$ cat src/design/pmes_pkg.sv
// Package: register map, field layout and carriers of the primary mode and error status block
package pmes_pkg;

	////////////////////////////////////////////////////////////////////////////
	// Register offsets
	localparam logic [3:0] PMES_ADDR_STATUS2 = 4'h2;
	localparam logic [3:0] PMES_ADDR_ERROR   = 4'h3;

	////////////////////////////////////////////////////////////////////////////
	// Field positions shared by both registers
	localparam int PMES_BIT_PARITY = 0;
	localparam int PMES_BIT_LMI    = 1;

	// Mode and pin status register fields
	localparam int PMES_BIT_ENABLE_VALID  = 2;
	localparam int PMES_BIT_FAULT_PIN_A_REQUEST   = 3;
	localparam int PMES_BIT_FAULT_PIN_B_REQUEST   = 4;
	localparam int PMES_BIT_MODE   = 5;
	localparam int PMES_BIT_CLSA   = 8;
	localparam int PMES_BIT_CLSB   = 9;
	localparam int PMES_BIT_STPINH = 10;
	localparam int PMES_BIT_ADCV   = 11;

	////////////////////////////////////////////////////////////////////////////
	// Error flag vector: index into the sticky cells
	localparam int PMES_NERR   = 7;
	localparam int PMES_E_COMM = 0;
	localparam int PMES_E_ADC  = 1;
	localparam int PMES_E_SPI  = 2;
	localparam int PMES_E_STP  = 3;
	localparam int PMES_E_EN   = 4;
	localparam int PMES_E_RST  = 5;
	localparam int PMES_E_EXT  = 6;

	// Register bit of each error flag, by index
	localparam int PMES_ERR_POS [PMES_NERR] = '{2, 6, 8, 9, 10, 11, 12};

	////////////////////////////////////////////////////////////////////////////
	// Values after reset, and the reserved mode code
	localparam logic [PMES_NERR-1:0] PMES_ERR_RST  = 7'h20;
	localparam logic [1:0]           PMES_FLT_RST  = 2'h0;
	localparam logic [2:0]           PMES_MODE_RST = 3'h0;
	localparam logic [2:0]           PMES_MODE_RES = 3'h7;

	////////////////////////////////////////////////////////////////////////////
	// Carriers
	typedef struct packed {
		logic [2:0] mode;
		logic       flt_a;
		logic       flt_b;
		logic       en_valid;
		logic       stp_inh;
		logic       adc_under;
		logic       adc_over;
		logic       cls_a;
		logic       cls_b;
		logic       sec_ready;
	} pmes_stat_in_t;

	typedef struct packed {
		logic stp_err;
		logic spi_err;
		logic comm_loss;
		logic msg_done;
		logic msg_bad;
	} pmes_evt_t;

	typedef struct packed {
		logic       req;
		logic [3:0] addr;
	} pmes_rd_t;

	typedef struct packed {
		logic        req;
		logic [3:0]  addr;
		logic [15:0] mask;
	} pmes_clr_t;

endpackage : pmes_pkg

$ cat src/design/pmes_sticky_bits.sv
// Bank of sticky flag cells with set priority and clear blocking
module pmes_sticky_bits #(
	parameter int             W       = 1,
	parameter logic [W-1:0]   RST_VAL = '0
) (
	input  wire logic         clk,
	input  wire logic         rst,
	input  wire logic [W-1:0] set_i,
	input  wire logic [W-1:0] clr_i,
	input  wire logic [W-1:0] blk_i,
	output logic      [W-1:0] q_ff
);
	logic [W-1:0] nxt_q;

	////////////////////////////////////////////////////////////////////////////
	// Set beats clear; a blocked clear leaves the flag standing
	genvar i;
	generate
		for (i = 0; i < W; i++) begin : g_cell
			assign nxt_q[i] = set_i[i] | (q_ff[i] & ~(clr_i[i] & ~blk_i[i]));
		end
	endgenerate

	always_ff @(posedge clk or posedge rst) begin
		if (rst) begin
			q_ff <= RST_VAL;
		end else begin
			q_ff <= nxt_q;
		end
	end

endmodule : pmes_sticky_bits

$ cat src/design/pmes_status.sv
// Primary mode, pin status and sticky error register bank
module pmes_status (
	input  wire logic                    clk,
	input  wire logic                    rst,
	input  wire logic                    reset_ready_pin_n,
	input  wire pmes_pkg::pmes_stat_in_t stat_i,
	input  wire pmes_pkg::pmes_evt_t     evt_i,
	input  wire pmes_pkg::pmes_rd_t      rd_i,
	input  wire pmes_pkg::pmes_clr_t     clr_i,
	output logic [15:0]                  rd_data_ff,
	output logic                         rd_valid_ff,
	output logic                         err_summary,
	output logic                         fault_out_a_n_o,
	output logic                         fault_out_a_n_oe,
	output logic                         fault_out_b_n_o,
	output logic                         fault_out_b_n_oe
);
	import pmes_pkg::*;

	logic                 pin_meta_ff;
	logic                 pin_sync_ff;
	logic                 pin_prev_ff;
	logic                 nxt_pin_prev;
	logic                 en_prev_ff;
	logic                 nxt_en_prev;
	logic [2:0]           mode_ff;
	logic [2:0]           nxt_mode;
	logic                 lmi_ff;
	logic                 nxt_lmi;
	logic                 ext_evt;
	logic                 en_fall;
	logic                 adc_viol;
	logic [PMES_NERR-1:0] err_set;
	logic [PMES_NERR-1:0] err_clr;
	logic [PMES_NERR-1:0] err_blk;
	logic [PMES_NERR-1:0] err_q;
	logic [1:0]           flt_clr;
	logic [1:0]           flt_q;
	logic [15:0]          stat_word;
	logic [15:0]          err_word;
	logic [15:0]          nxt_rd_data;
	logic                 nxt_rd_valid;
	logic                 clr_stat;
	logic                 clr_err;

	////////////////////////////////////////////////////////////////////////////
	// Reset/ready pin: two-stage synchroniser, falling edge is the event
	always_ff @(posedge clk or posedge rst) begin
		if (rst) begin
			pin_meta_ff <= 1'b1;
			pin_sync_ff <= 1'b1;
		end else begin
			pin_meta_ff <= reset_ready_pin_n;
			pin_sync_ff <= pin_meta_ff;
		end
	end

	always_comb begin
		nxt_pin_prev = pin_sync_ff;
		nxt_en_prev  = stat_i.en_valid;
	end

	always_ff @(posedge clk or posedge rst) begin
		if (rst) begin
			pin_prev_ff <= 1'b1;
			en_prev_ff  <= 1'b0;
		end else begin
			pin_prev_ff <= nxt_pin_prev;
			en_prev_ff  <= nxt_en_prev;
		end
	end

	assign ext_evt  = pin_prev_ff & ~pin_sync_ff;
	assign en_fall  = en_prev_ff & ~stat_i.en_valid;
	assign adc_viol = stat_i.adc_under | stat_i.adc_over;

	////////////////////////////////////////////////////////////////////////////
	// Mode code and last-message state
	always_comb begin
		nxt_mode = mode_ff;
		if (stat_i.mode != PMES_MODE_RES) begin
			nxt_mode = stat_i.mode;
		end
		nxt_lmi = lmi_ff;
		if (evt_i.msg_done) begin
			nxt_lmi = evt_i.msg_bad;
		end
	end

	always_ff @(posedge clk or posedge rst) begin
		if (rst) begin
			mode_ff <= PMES_MODE_RST;
			lmi_ff  <= 1'b0;
		end else begin
			mode_ff <= nxt_mode;
			lmi_ff  <= nxt_lmi;
		end
	end

	////////////////////////////////////////////////////////////////////////////
	// Sticky error flags
	assign clr_err  = clr_i.req && (clr_i.addr == PMES_ADDR_ERROR);
	assign clr_stat = clr_i.req && (clr_i.addr == PMES_ADDR_STATUS2);

	always_comb begin
		err_set              = '0;
		err_set[PMES_E_EXT]  = ext_evt;
		err_set[PMES_E_RST]  = ext_evt;
		err_set[PMES_E_EN]   = en_fall;
		err_set[PMES_E_STP]  = evt_i.stp_err;
		err_set[PMES_E_SPI]  = evt_i.spi_err;
		err_set[PMES_E_ADC]  = adc_viol;
		err_set[PMES_E_COMM] = evt_i.comm_loss;
		err_blk              = '0;
		err_blk[PMES_E_STP]  = stat_i.stp_inh;
		err_blk[PMES_E_ADC]  = adc_viol;
		err_blk[PMES_E_COMM] = ~stat_i.sec_ready;
		for (int k = 0; k < PMES_NERR; k++) begin
			err_clr[k] = clr_err & clr_i.mask[PMES_ERR_POS[k]];
		end
	end

	pmes_sticky_bits #(
		.W       (PMES_NERR),
		.RST_VAL (PMES_ERR_RST)
	) u_err (
		.clk   (clk),
		.rst   (rst),
		.set_i (err_set),
		.clr_i (err_clr),
		.blk_i (err_blk),
		.q_ff  (err_q)
	);

	////////////////////////////////////////////////////////////////////////////
	// Sticky fault pin request copies; a live request blocks its clear
	assign flt_clr = {clr_stat & clr_i.mask[PMES_BIT_FAULT_PIN_B_REQUEST],
		clr_stat & clr_i.mask[PMES_BIT_FAULT_PIN_A_REQUEST]};

	pmes_sticky_bits #(
		.W       (2),
		.RST_VAL (PMES_FLT_RST)
	) u_flt (
		.clk   (clk),
		.rst   (rst),
		.set_i ({stat_i.flt_b, stat_i.flt_a}),
		.clr_i (flt_clr),
		.blk_i ({stat_i.flt_b, stat_i.flt_a}),
		.q_ff  (flt_q)
	);

	// Open-drain fault pins pull low while requested
	assign fault_out_a_n_o  = 1'b0;
	assign fault_out_a_n_oe = stat_i.flt_a;
	assign fault_out_b_n_o  = 1'b0;
	assign fault_out_b_n_oe = stat_i.flt_b;

	assign err_summary = |err_q;

	////////////////////////////////////////////////////////////////////////////
	// Register words and read port
	always_comb begin
		stat_word                      = '0;
		stat_word[PMES_BIT_ADCV]       = adc_viol;
		stat_word[PMES_BIT_STPINH]     = stat_i.stp_inh;
		stat_word[PMES_BIT_CLSB]       = stat_i.cls_b;
		stat_word[PMES_BIT_CLSA]       = stat_i.cls_a;
		stat_word[PMES_BIT_MODE +: 3]  = mode_ff;
		stat_word[PMES_BIT_FAULT_PIN_B_REQUEST]       = flt_q[1];
		stat_word[PMES_BIT_FAULT_PIN_A_REQUEST]       = flt_q[0];
		stat_word[PMES_BIT_ENABLE_VALID]      = stat_i.en_valid;
		stat_word[PMES_BIT_LMI]        = lmi_ff;
		stat_word[PMES_BIT_PARITY]     = ~^stat_word[15:1];
		err_word                       = '0;
		for (int k = 0; k < PMES_NERR; k++) begin
			err_word[PMES_ERR_POS[k]] = err_q[k];
		end
		err_word[PMES_BIT_LMI]         = lmi_ff;
		err_word[PMES_BIT_PARITY]      = ~^err_word[15:1];
		nxt_rd_valid = rd_i.req;
		nxt_rd_data  = rd_data_ff;
		if (rd_i.req) begin
			case (rd_i.addr)
				PMES_ADDR_STATUS2: nxt_rd_data = stat_word;
				PMES_ADDR_ERROR:   nxt_rd_data = err_word;
				default:           nxt_rd_data = '0;
			endcase
		end
	end

	always_ff @(posedge clk or posedge rst) begin
		if (rst) begin
			rd_data_ff  <= '0;
			rd_valid_ff <= 1'b0;
		end else begin
			rd_data_ff  <= nxt_rd_data;
			rd_valid_ff <= nxt_rd_valid;
		end
	end
endmodule : pmes_status

$ cat config.mk
export PLATFORM = sky130hd
export DESIGN_NAME = pmes_status
export DESIGN_NICKNAME = d
export VERILOG_FILES = /design/src/design/pmes_pkg.sv /design/src/design/pmes_sticky_bits.sv /design/src/design/pmes_status.sv
export SDC_FILE = /design/constraint.sdc
export NUM_CORES = 1
export LEC_CHECK = 0
export CORE_UTILIZATION = 23
export CTS_BUF_LIST = sky130_fd_sc_hd__clkbuf_2
export DETAILED_ROUTE_END_ITERATION = 12
export DONT_BUFFER_PORTS = 1
export GPL_TIMING_DRIVEN = 0
export PLACE_DENSITY_LB_ADDON = 0.2
export SLEW_MARGIN = 20
export SYNTH_ARGS = -nofsm -noshare
export SYNTH_HDL_FRONTEND = slang
export SYNTH_SLANG_ARGS = --single-unit
$ cat constraint.sdc
create_clock -name clk -period 1.55 [get_ports clk]
set_input_delay 0.0775 -clock clk [delete_from_list [all_inputs] [get_ports clk]]
set_output_delay 0.0775 -clock clk [all_outputs]
set_load 0.005 [all_outputs]
==> summary.txt, run 1 <==
Status - completed
Fin Clk Skew - 0.0222 ns
Drt first pass iters - 4
Crit start category - register
Port buffer count - 0
Yosys top cell by area - dfrtp_1
P&R area growth vs syn - 39.6%
YS warnings - 0
Final non-filler cell total - 267
Total Power - 0.00155 W
Final period demand of the worst path - 1.52 ns
Worst VDD drop - 0.000354 V
# placed instances - 219
Core box area - 5990 um^2
First-pass GRT wire length - 5.60 mm
Seq cells post-synth - 31
Crit path max fanout - 2
Avg WL per Cell - 13.7 um
Iter 0 DRT Violations - 21
CTS tree - yes
Final period util - 98.0%
Share of layout cells above drive strength 1 - 17.2%
Final instance area - 2020 um^2
Nets - 237
Maximum clock path buffer count - 2
Crit Path Category - reg -> reg
Post-DP Area - 1560 um^2
N_diodes - 0
H-tree Lvls - 2
LEAKAGE - 0.796 nW
DRC - 0
Cell Area, Synth - 1450 um^2
Top cells by area, synth - dfrtp_1, xnor2_1, dfstp_2
DIE AREA - 6620 um^2
Worst Hold Class - in -> reg
Gr ovfl total - 0
Avg Cell Area, Syn - 10.3 um^2
Global placer's final weighted congestion - 0.732
Final wirelength - 3.67 mm
Detailed-route via count - 1162
Max-cap violations - 0
Antenna-violating nets left - 0
Total track usage - 11.8%
Row Count - 28
RSZ-0062 raised after global routing - true
DR vias/cell - 4.35
Post-synthesis sequential area ratio - 53.9%
Post-synth top area share - 46.6%
Worst-Margin Slew - 0.657 ns
Clock Latency Late Sink - 0.36 ns
Root Buffer - clkbuf_2
Clock Sinks - 31
Initial antenna violation count - 0
Num CTS Buffers - 5
Max frequency - 658 MHz
Required @ worst endpoint - 1.82 ns
Post-Synthesis Cells - 140
Detailed placement HPWL - 2.54 mm
Final setup viols - 0
Max Slew Vio Count - 0
Die Y - 81.4 um
Critical Path End Type - register
Cell variety after synth - 29
Initial cell density of the core - 24.2%
Rel. slew slack - 56.1%
PD cells - 767 nW/um^2
Worst-path clk slew - 0.17 ns
WP data arrival - 1.79 ns
DIE WIDTH - 81.4 um
IO Pins - 68
Largest net degree at the start of global routing - 32
Vias in the first global route - 1162
Post-synth EDFFs - 0
Fin. Hold Viols - 0
Synth async-reset ratio - 100%
Primary FF master, synth - dfrtp_1
cell usage in the layout (no fill, tap or decap), drive strengths merged:
master        n
xnor3         1
a21oi         6
nor2          8
nor2b         2
clkinv        2
dlygate4sd3  37
conb          5
nor4b         1
buf          11
nor3b         1
mux2          1
a31oi         1
nor3          1
xnor2        14
nand3b        1
clkbuf       10
dfstp         4
inv           8
o21ai         8
a22oi         6
nor4          2
dfrtp        27
a21o          7
o21a          3
and2          1
xor2          1
nand2        16
nand3         7
cell families after synthesis:
group / count (synthesis) / share of synthesized area, %
muxes: 1 / 0.777
AOI/OAI and AO/OA: 31 / 13.6
other: 1 / 0.259
and+or+nand+nor: 40 / 13.2
DFF: 31 / 53.9
xor gates and xnor gates: 16 / 11.1
buffers and inverters: 20 / 7.08
cell usage after synthesis, types with 2 or more instances:
master / n
a21o_1: 6
a21oi_1: 6
a22oi_1: 6
buf_4: 7
clkbuf_1: 4
dfrtp_1: 27
dfstp_2: 4
inv_1: 8
nand2_1: 16
nand3_1: 7
nor2_1: 8
nor2b_1: 2
nor4_1: 2
o21a_1: 3
o21ai_0: 8
xnor2_1: 13
routing by layer:
| layer | part of all wire [%] | GRT usage (%) | vias to the layer above | routed length, um |
|---|---|---|---|---|
| met1 | 40 | 13.1 | 552 | 1460 |
| met5 | 0 | 0 | - | 0 |
| met2 | 49 | 19.8 | 49 | 1810 |
| met4 | 1.4 | 4.64 | 0 | 53 |
| met3 | 9.2 | 4.94 | 6 | 339 |
| li1 | - | - | 555 | - |
through the flow:
stage                     utilization, %  setup TNS, ns  hold slack [ns]  setup slack [ns]
after floorplan                        -              0           0.0820            0.0855
after global placement              26.0        -0.0400           0.0820           -0.0400
after detailed placement            26.0        -0.0618           0.0820           -0.0618
after CTS                           33.6        -0.0181           0.0533           -0.0181
after global routing                33.8        -0.0361           0.0356           -0.0361
final                               33.8              0           0.0653            0.0304
report_power, final:
part / leakage [nW] / internal, W / switching (W)
Sequential: 0.352 / 0.000854 / 0.0000380
Combinational: 0.416 / 0.000163 / 0.000108
Clock: 0.0281 / 0.000109 / 0.000279
state kept, by name (all words and copies together) (netlist names):
signal and flops:
lmi_ff 1, u_flt.q_ff 2, u_err.q_ff 7, pin_meta_ff 1, rd_data_ff 13, rd_valid_ff 1, mode_ff 3, pin_prev_ff 1
nxt_pin_prev 1, en_prev_ff 1
worst paths after layout:
check	startpoint	to	slack, ns	cells past startpoint
min reg2reg	pin_meta_ff$_DFF_PP1_	nxt_pin_prev$_DFF_PP1_	0.37	0
min	rd_i[4]	rd_data_ff[9]$_DFFE_PP0P_	0.07	3
max reg2reg	mode_ff[2]$_DFFE_PP0P_	rd_data_ff[0]$_DFFE_PP0P_	0.03	5
min in group asynchronous	rst	rd_data_ff[3]$_DFFE_PP0P_	0.25	2
max in group asynchronous	rst	u_flt.q_ff[0]$_DFF_PP0_	0.83	2
max	mode_ff[2]$_DFFE_PP0P_	rd_data_ff[0]$_DFFE_PP0P_	0.03	5
worst max-delay path, stage by stage, from the launching register on:
cell and delay (ns):
dfrtp_1 0.42, xor2_1 0.18, xnor2_1 0.15, xnor3_1 0.43, a22oi_2 0.18, a21oi_2 0.07
area by class of cell:
class	count	area [um^2]
clock inverters	2	7.51
plain buffers	12	72.6
flip-flops and latches	31	783
well taps	75	93.8
multi-input cells	93	612
repair buffers	40	393
fillers	623	3970
clock buffers	6	30.0
inverters	8	30.0
repair_timing:
action	CTS	global route
gates resized for setup	4	3
pin swaps	5	4
setup buffers	3	0
hold buffers	37	0
hold endpoints to repair	49	0
endpoints found under the setup margin	1	1
(Power assumes the default switching activity.)
==> run 2, diff against run 1 <==
- ABC_AREA: default -> 1
==> run 2 against run 1 <==
Sequential share of layout area shrank 2.6 points. Register-to-register slack gained 0.17 ns. Die area grew 15%. Sequential power about the same. Utilization is 2.4 points lower. Area after synthesis is 15% higher. Combinational power down 5%. Synthesized cell count up 62%. Routed wire length grew 14%. Largest power group unchanged.
==> summary.txt, run 2 <==
P&R area growth vs syn - 29.7%
IO Pins - 68
Status - completed
Post-synth EDFFs - 0
Global placer's final weighted congestion - 0.737
Port buffer count - 0
N_diodes - 0
RR Startpoint - u_err.q_ff[2]$_DFF_PP0_
Avg Cell Area, Syn - 7.35 um^2
Critical path's largest stage delay - 0.56 ns
WP data arrival - 1.78 ns
Most frequent cell after synthesis - nand2_1
CTS tree - yes
Largest register FFs - 13
Biggest regs - rd_data_ff (13), u_err.q_ff (7), mode_ff (3)
Slowest-stage cell, CP - dlygate4sd3_1
Comb power frac - 16.6%
Maximum clock path buffer count - 2
Gr ovfl total - 0
Final period util - 95.3%
Primary FF master, synth - dfrtp_1
Top cells by area, synth - dfrtp_1, nand2_1, inv_1
Switch Pwr - 0.000464 W
Final wirelength - 4.19 mm
Largest net degree at the start of global routing - 32
Rel. slew slack - 55.4%
H-tree Lvls - 2
Initial cell density of the core - 24.1%
Core box area - 6910 um^2
Hold path startpoint - stat_i[3]
DRC - 0
Critical Path End Type - register
Max frequency - 677 MHz
Max Slew Vio Count - 0
Sequential power share - 57.5%
Post-route setup slack - 0.0730 ns
Die Y - 87.2 um
YS warnings - 0
Final period demand of the worst path - 1.48 ns
Iter 0 DRT Violations - 61
Seq cells post-synth - 31
Sw frac - 30.0%
Hold Crit Endpoint - rd_data_ff[11]$_DFFE_PP0P_
PD cells - 715 nW/um^2
Most common library cell in the layout ignoring fill and taps - nand2_1
Post-synthesis sequential area ratio - 46.8%
LEAKAGE - 1.04 nW
Max-cap violations - 0
Clock Sinks - 31
First-pass GRT wire length - 6.92 mm
Total Power - 0.00155 W
DR vias/cell - 4.11
Yosys top cell by area - dfrtp_1
Post-CTS setup buffers - 0
Row Count - 30
Worst R2R Setup Slack - 0.20 ns
Initial antenna violation count - 0
Commonest non-fill, non-tap cells in the layout - nand2_1, inv_1, dlygate4sd3_1
Cell variety after synth - 25
Final setup viols - 0
Synth async-reset ratio - 100%
Cell Area, Synth - 1670 um^2
Vias in the first global route - 1486
Avg WL per Cell - 11.4 um
Antenna-violating nets left - 0
Worst-path clk slew - 0.18 ns
Worst path cell trace - dlygate4sd3_1 -> nand3b_1 -> dlygate4sd3_1 -> inv_1 -> buf_4 -> nand2_1 -> a31oi_1
Top reg by flops - rd_data_ff
Root Buffer - clkbuf_2
DIE WIDTH - 87.2 um
DIE AREA - 7600 um^2
Hold Path Depth - 4
Drt first pass iters - 4
Reg2reg path depth - 2
Most frequent cell on the critical path - dlygate4sd3_1
Worst-Margin Slew - 0.668 ns
Final Core Density - 31.3%
Crit path max fanout - 10
Crit path depth - 7
Endpoint of the worst register-to-register path - u_err.q_ff[2]$_DFF_PP0_
Setup TNS Final - 0 ns
Nets - 316
Num CTS Buffers - 5
Crit path max-delay family - buffers and inverters
Clock Latency Late Sink - 0.37 ns
WP buf/inv - 4
Fin Clk Skew - 0.0119 ns
Clk pwr share - 25.9%
Worst slack at placement - 0.240 ns
WHS - 0.0626 ns
Fin. Hold Viols - 0
Total track usage - 12.1%
Crit start category - input pin
Internal power - 0.00108 W
Required @ worst endpoint - 1.86 ns
Detailed placement HPWL - 3.03 mm
Worst VDD drop - 0.000231 V
Synth top cells by count - nand2_1, inv_1, dfrtp_1
Post-Synthesis Cells - 227
RSZ-0062 raised after global routing - false
Post-synth top area share - 40.5%
Crit Path Category - in -> reg
Share of layout cells above drive strength 1 - 10.7%
Worst Hold Class - in -> reg
Detailed-route via count - 1507
Filler cell count - 795
==> run 2: repair_timing <==
item,4_1_cts,5_1_grt
endpoints found under the hold margin,50,0
hold buffers,32,0
setup endpoints to repair,0,10
gates resized for setup,0,2
==> run 2: worst max path at each step <==
stage | startpoint | to | slack, ns
6_report | rd_i[1] | rd_data_ff[6]$_DFFE_PP0P_ | 0.07
5_1_grt | rd_i[1] | rd_data_ff[2]$_DFFE_PP0P_ | 0.006
4_1_cts | rd_i[1] | rd_data_ff[6]$_DFFE_PP0P_ | 0.03
3_5_place_dp | u_err.q_ff[5]$_DFF_PP1_ | rd_data_ff[0]$_DFFE_PP0P_ | 0.24
3_3_place_gp | u_err.q_ff[5]$_DFF_PP1_ | rd_data_ff[0]$_DFFE_PP0P_ | 0.25
2_1_floorplan | u_err.q_ff[5]$_DFF_PP1_ | rd_data_ff[0]$_DFFE_PP0P_ | 0.36
==> run 2: cell families (layout without fill, tap and decap cells) <==
logic type | Yosys count | count (layout) | synth area share, %
DFF | 31 | 31 | 46.8
and+or+nand+nor | 111 | 111 | 27.2
other | 1 | 5 | 0.225
buffers and inverters | 52 | 92 | 13.8
xor gates and xnor gates | 3 | 3 | 1.58
AOI/OAI and AO/OA | 29 | 29 | 10.4
==> run 2: power by group through the flow <==
stage	Combinational, W	Clock, W	Sequential, W
after floorplan	0.000164	0	0.000892
after global placement	0.000197	0	0.000905
after detailed placement	0.000200	0	0.000906
after CTS	0.000261	0.000417	0.000891
after global routing	0.000299	0.000449	0.000896
final	0.000257	0.000400	0.000889
==> run 2: worst min-delay path: stages <==
cell     delay [ns]
nor2_1         0.05
inv_1          0.09
nand2_1        0.06
a31oi_1        0.12
==> run 2: layer usage <==
metal / vias to the layer above / share of wire (%) / GRT usage (%)
met5: - / 0 / 0
li1: 777 / - / -
met4: 0 / 1.6 / 4.47
met1: 672 / 47 / 15.3
met3: 8 / 6.5 / 3.60
met2: 50 / 45 / 19.7
==> run 2: area by class of cell <==
type,count,area (um^2),area share [%]
tap,96,120,5.55
multi-input combinational,148,672,31.1
timing repair buffer,32,320,14.8
clock buffer,6,30.0,1.39
inverter,41,154,7.11
sequential,31,781,36.1
buffer,11,78.8,3.64
clock inverter,2,7.51,0.347
==> run 2: metrics by stage <==
stage          instance area, um^2  instances
5_1_grt                       2160        367
3_3_place_gp                  1800        327
2_1_floorplan                 1680        231
6_report                      2160        367
3_5_place_dp                  1800        327
4_1_cts                       2160        367
==> run 3, diff against run 2 <==
- CORE_MARGIN: default -> 2
==> run 3 against run 2 <==
Maximum frequency is 0.81% lower. Combinational power is essentially flat. Non-clock buffer count is the same. Sequential power is essentially flat.
==> summary.txt, run 3 (same netlist as run 2, synthesis figures left out) <==
PD cells - 724 nW/um^2
Global placer's final weighted congestion - 0.752
Drt first pass iters - 7
Root Buffer - clkbuf_2
DR vias/cell - 4.12
Num CTS Buffers - 5
P&R area growth vs syn - 30.2%
Post-route setup slack - 0.0610 ns
Initial cell density of the core - 23.4%
Die Y - 89.2 um
Fin. Hold Viols - 0
DRC - 0
Initial antenna violation count - 0
First-pass GRT wire length - 7.17 mm
Gr ovfl total - 0
Final setup viols - 0
Iter 0 DRT Violations - 100
Final period demand of the worst path - 1.49 ns
Row Count - 31
Clock Latency Late Sink - 0.38 ns
Slowest-stage cell, CP - dlygate4sd3_1
Footprint of the multi-input gates - 672 um^2
Largest register FFs - 13
WP buf/inv - 4
DIE WIDTH - 89.2 um
Post-CTS setup buffers - 0
Max frequency - 672 MHz
Final period util - 96.1%
Rel. slew slack - 55.2%
Vias in the first global route - 1504
Top reg by flops - rd_data_ff
Detailed-route via count - 1524
Port buffer count - 0
Crit start category - input pin
Most frequent cell on the critical path - dlygate4sd3_1
Most common library cell in the layout ignoring fill and taps - nand2_1
Worst path cell trace - dlygate4sd3_1 -> nand3b_1 -> dlygate4sd3_1 -> inv_1 -> buf_2 -> nand2_1 -> a31oi_1
IO Pins - 68
H-tree Lvls - 2
Worst-path clk slew - 0.19 ns
Reg area - 781 um^2
Worst-Margin Slew - 0.670 ns
Crit path max fanout - 10
Critical Path End Type - register
Detailed placement HPWL - 3.08 mm
Fin Clk Skew - 0.0190 ns
Post-cts hold buffer count - 32
Required @ worst endpoint - 1.87 ns
CTS resizes - 0
Critical path's largest stage delay - 0.55 ns
Worst Hold Class - in -> reg
DIE AREA - 7950 um^2
Antenna-violating nets left - 0
Core box area - 7140 um^2
Clock Sinks - 31
WP data arrival - 1.81 ns
Total track usage - 12.0%
Commonest non-fill, non-tap cells in the layout - nand2_1, inv_1, dlygate4sd3_1
Largest net degree at the start of global routing - 32
Filler cell count - 806
Final wirelength - 4.22 mm
LEAKAGE - 1.04 nW
Setup TNS Final - 0 ns
Max Slew Vio Count - 0
Worst slack at placement - 0.255 ns
Share of layout cells above drive strength 1 - 11.4%
Crit Path Category - in -> reg
N_diodes - 0
Max-cap violations - 0
Status - completed
Biggest regs - rd_data_ff (13), u_err.q_ff (7), mode_ff (3)
Maximum clock path buffer count - 2
RSZ-0062 raised after global routing - false
CTS tree - yes
Avg WL per Cell - 11.4 um
Crit path max-delay family - buffers and inverters
Worst VDD drop - 0.000205 V
Nets - 316
[run 3: changes by cell type in the layout (fill, tap and decap cells not counted)]
cell	delta
clkinv_1	-2
clkinvlp_4	+2
buf_2	+1
buf_4	-1
clkbuf_2	-1
clkinv_2	+1
[run 3: per-layer routing]
metal,vias to the layer above,part of all wire (%),global-route usage (%)
met5,-,0,0
met4,0,1.1,4.48
met3,4,7.7,4.71
met2,50,45,18.5
met1,697,46,15.3
li1,773,-,-
[run 3: final cells by class]
class / instances / share of cell area [%]
clock buffer: 5 / 1.15
buffer: 11 / 3.51
multi-input combinational: 148 / 30.9
sequential: 31 / 35.9
inverter: 41 / 7.09
timing repair buffer: 32 / 14.7
tap: 99 / 5.70
clock inverter: 3 / 0.922
[run 3: report_power, final]
part | leakage [nW] | internal (W) | total, W | switching (W)
sequential | 0.353 | 0.000852 | 0.000891 | 0.0000389
combinational | 0.659 | 0.000122 | 0.000256 | 0.000134
clock | 0.0250 | 0.000107 | 0.000426 | 0.000319
[run 3: tightest hold or removal path: stages]
cell     delay [ns]
nor2_1         0.05
inv_1          0.09
nand2_1        0.06
a31oi_1        0.11
[run 3: final timing paths]
check | from | to | slack (ns) | cells after the start
worst max-delay path | rd_i[1] | rd_data_ff[8]$_DFFE_PP0P_ | 0.06 | 7
worst min-delay path | stat_i[3] | rd_data_ff[11]$_DFFE_PP0P_ | 0.04 | 4
worst max register to register | u_err.q_ff[2]$_DFF_PP0_ | u_err.q_ff[2]$_DFF_PP0_ | 0.19 | 2
worst min register to register | pin_meta_ff$_DFF_PP1_ | nxt_pin_prev$_DFF_PP1_ | 0.38 | 0
max in group asynchronous | rst | rd_data_ff[1]$_DFFE_PP0P_ | 0.88 | 2
min in group asynchronous | rst | rd_data_ff[2]$_DFFE_PP0P_ | 0.22 | 2
[run 3: through the flow]
step	util, %	instances	cell area (um^2)	total power [W]	hold WS (ns)
2_1_floorplan	-	231	1680	0.00106	0.0820
4_1_cts	30.4	370	2170	0.00161	0.0303
3_3_place_gp	25.3	330	1810	0.00110	0.0820
5_1_grt	30.4	370	2170	0.00170	0.0617
3_5_place_dp	25.3	330	1810	0.00111	0.0821
6_report	30.4	370	2170	0.00157	0.0445
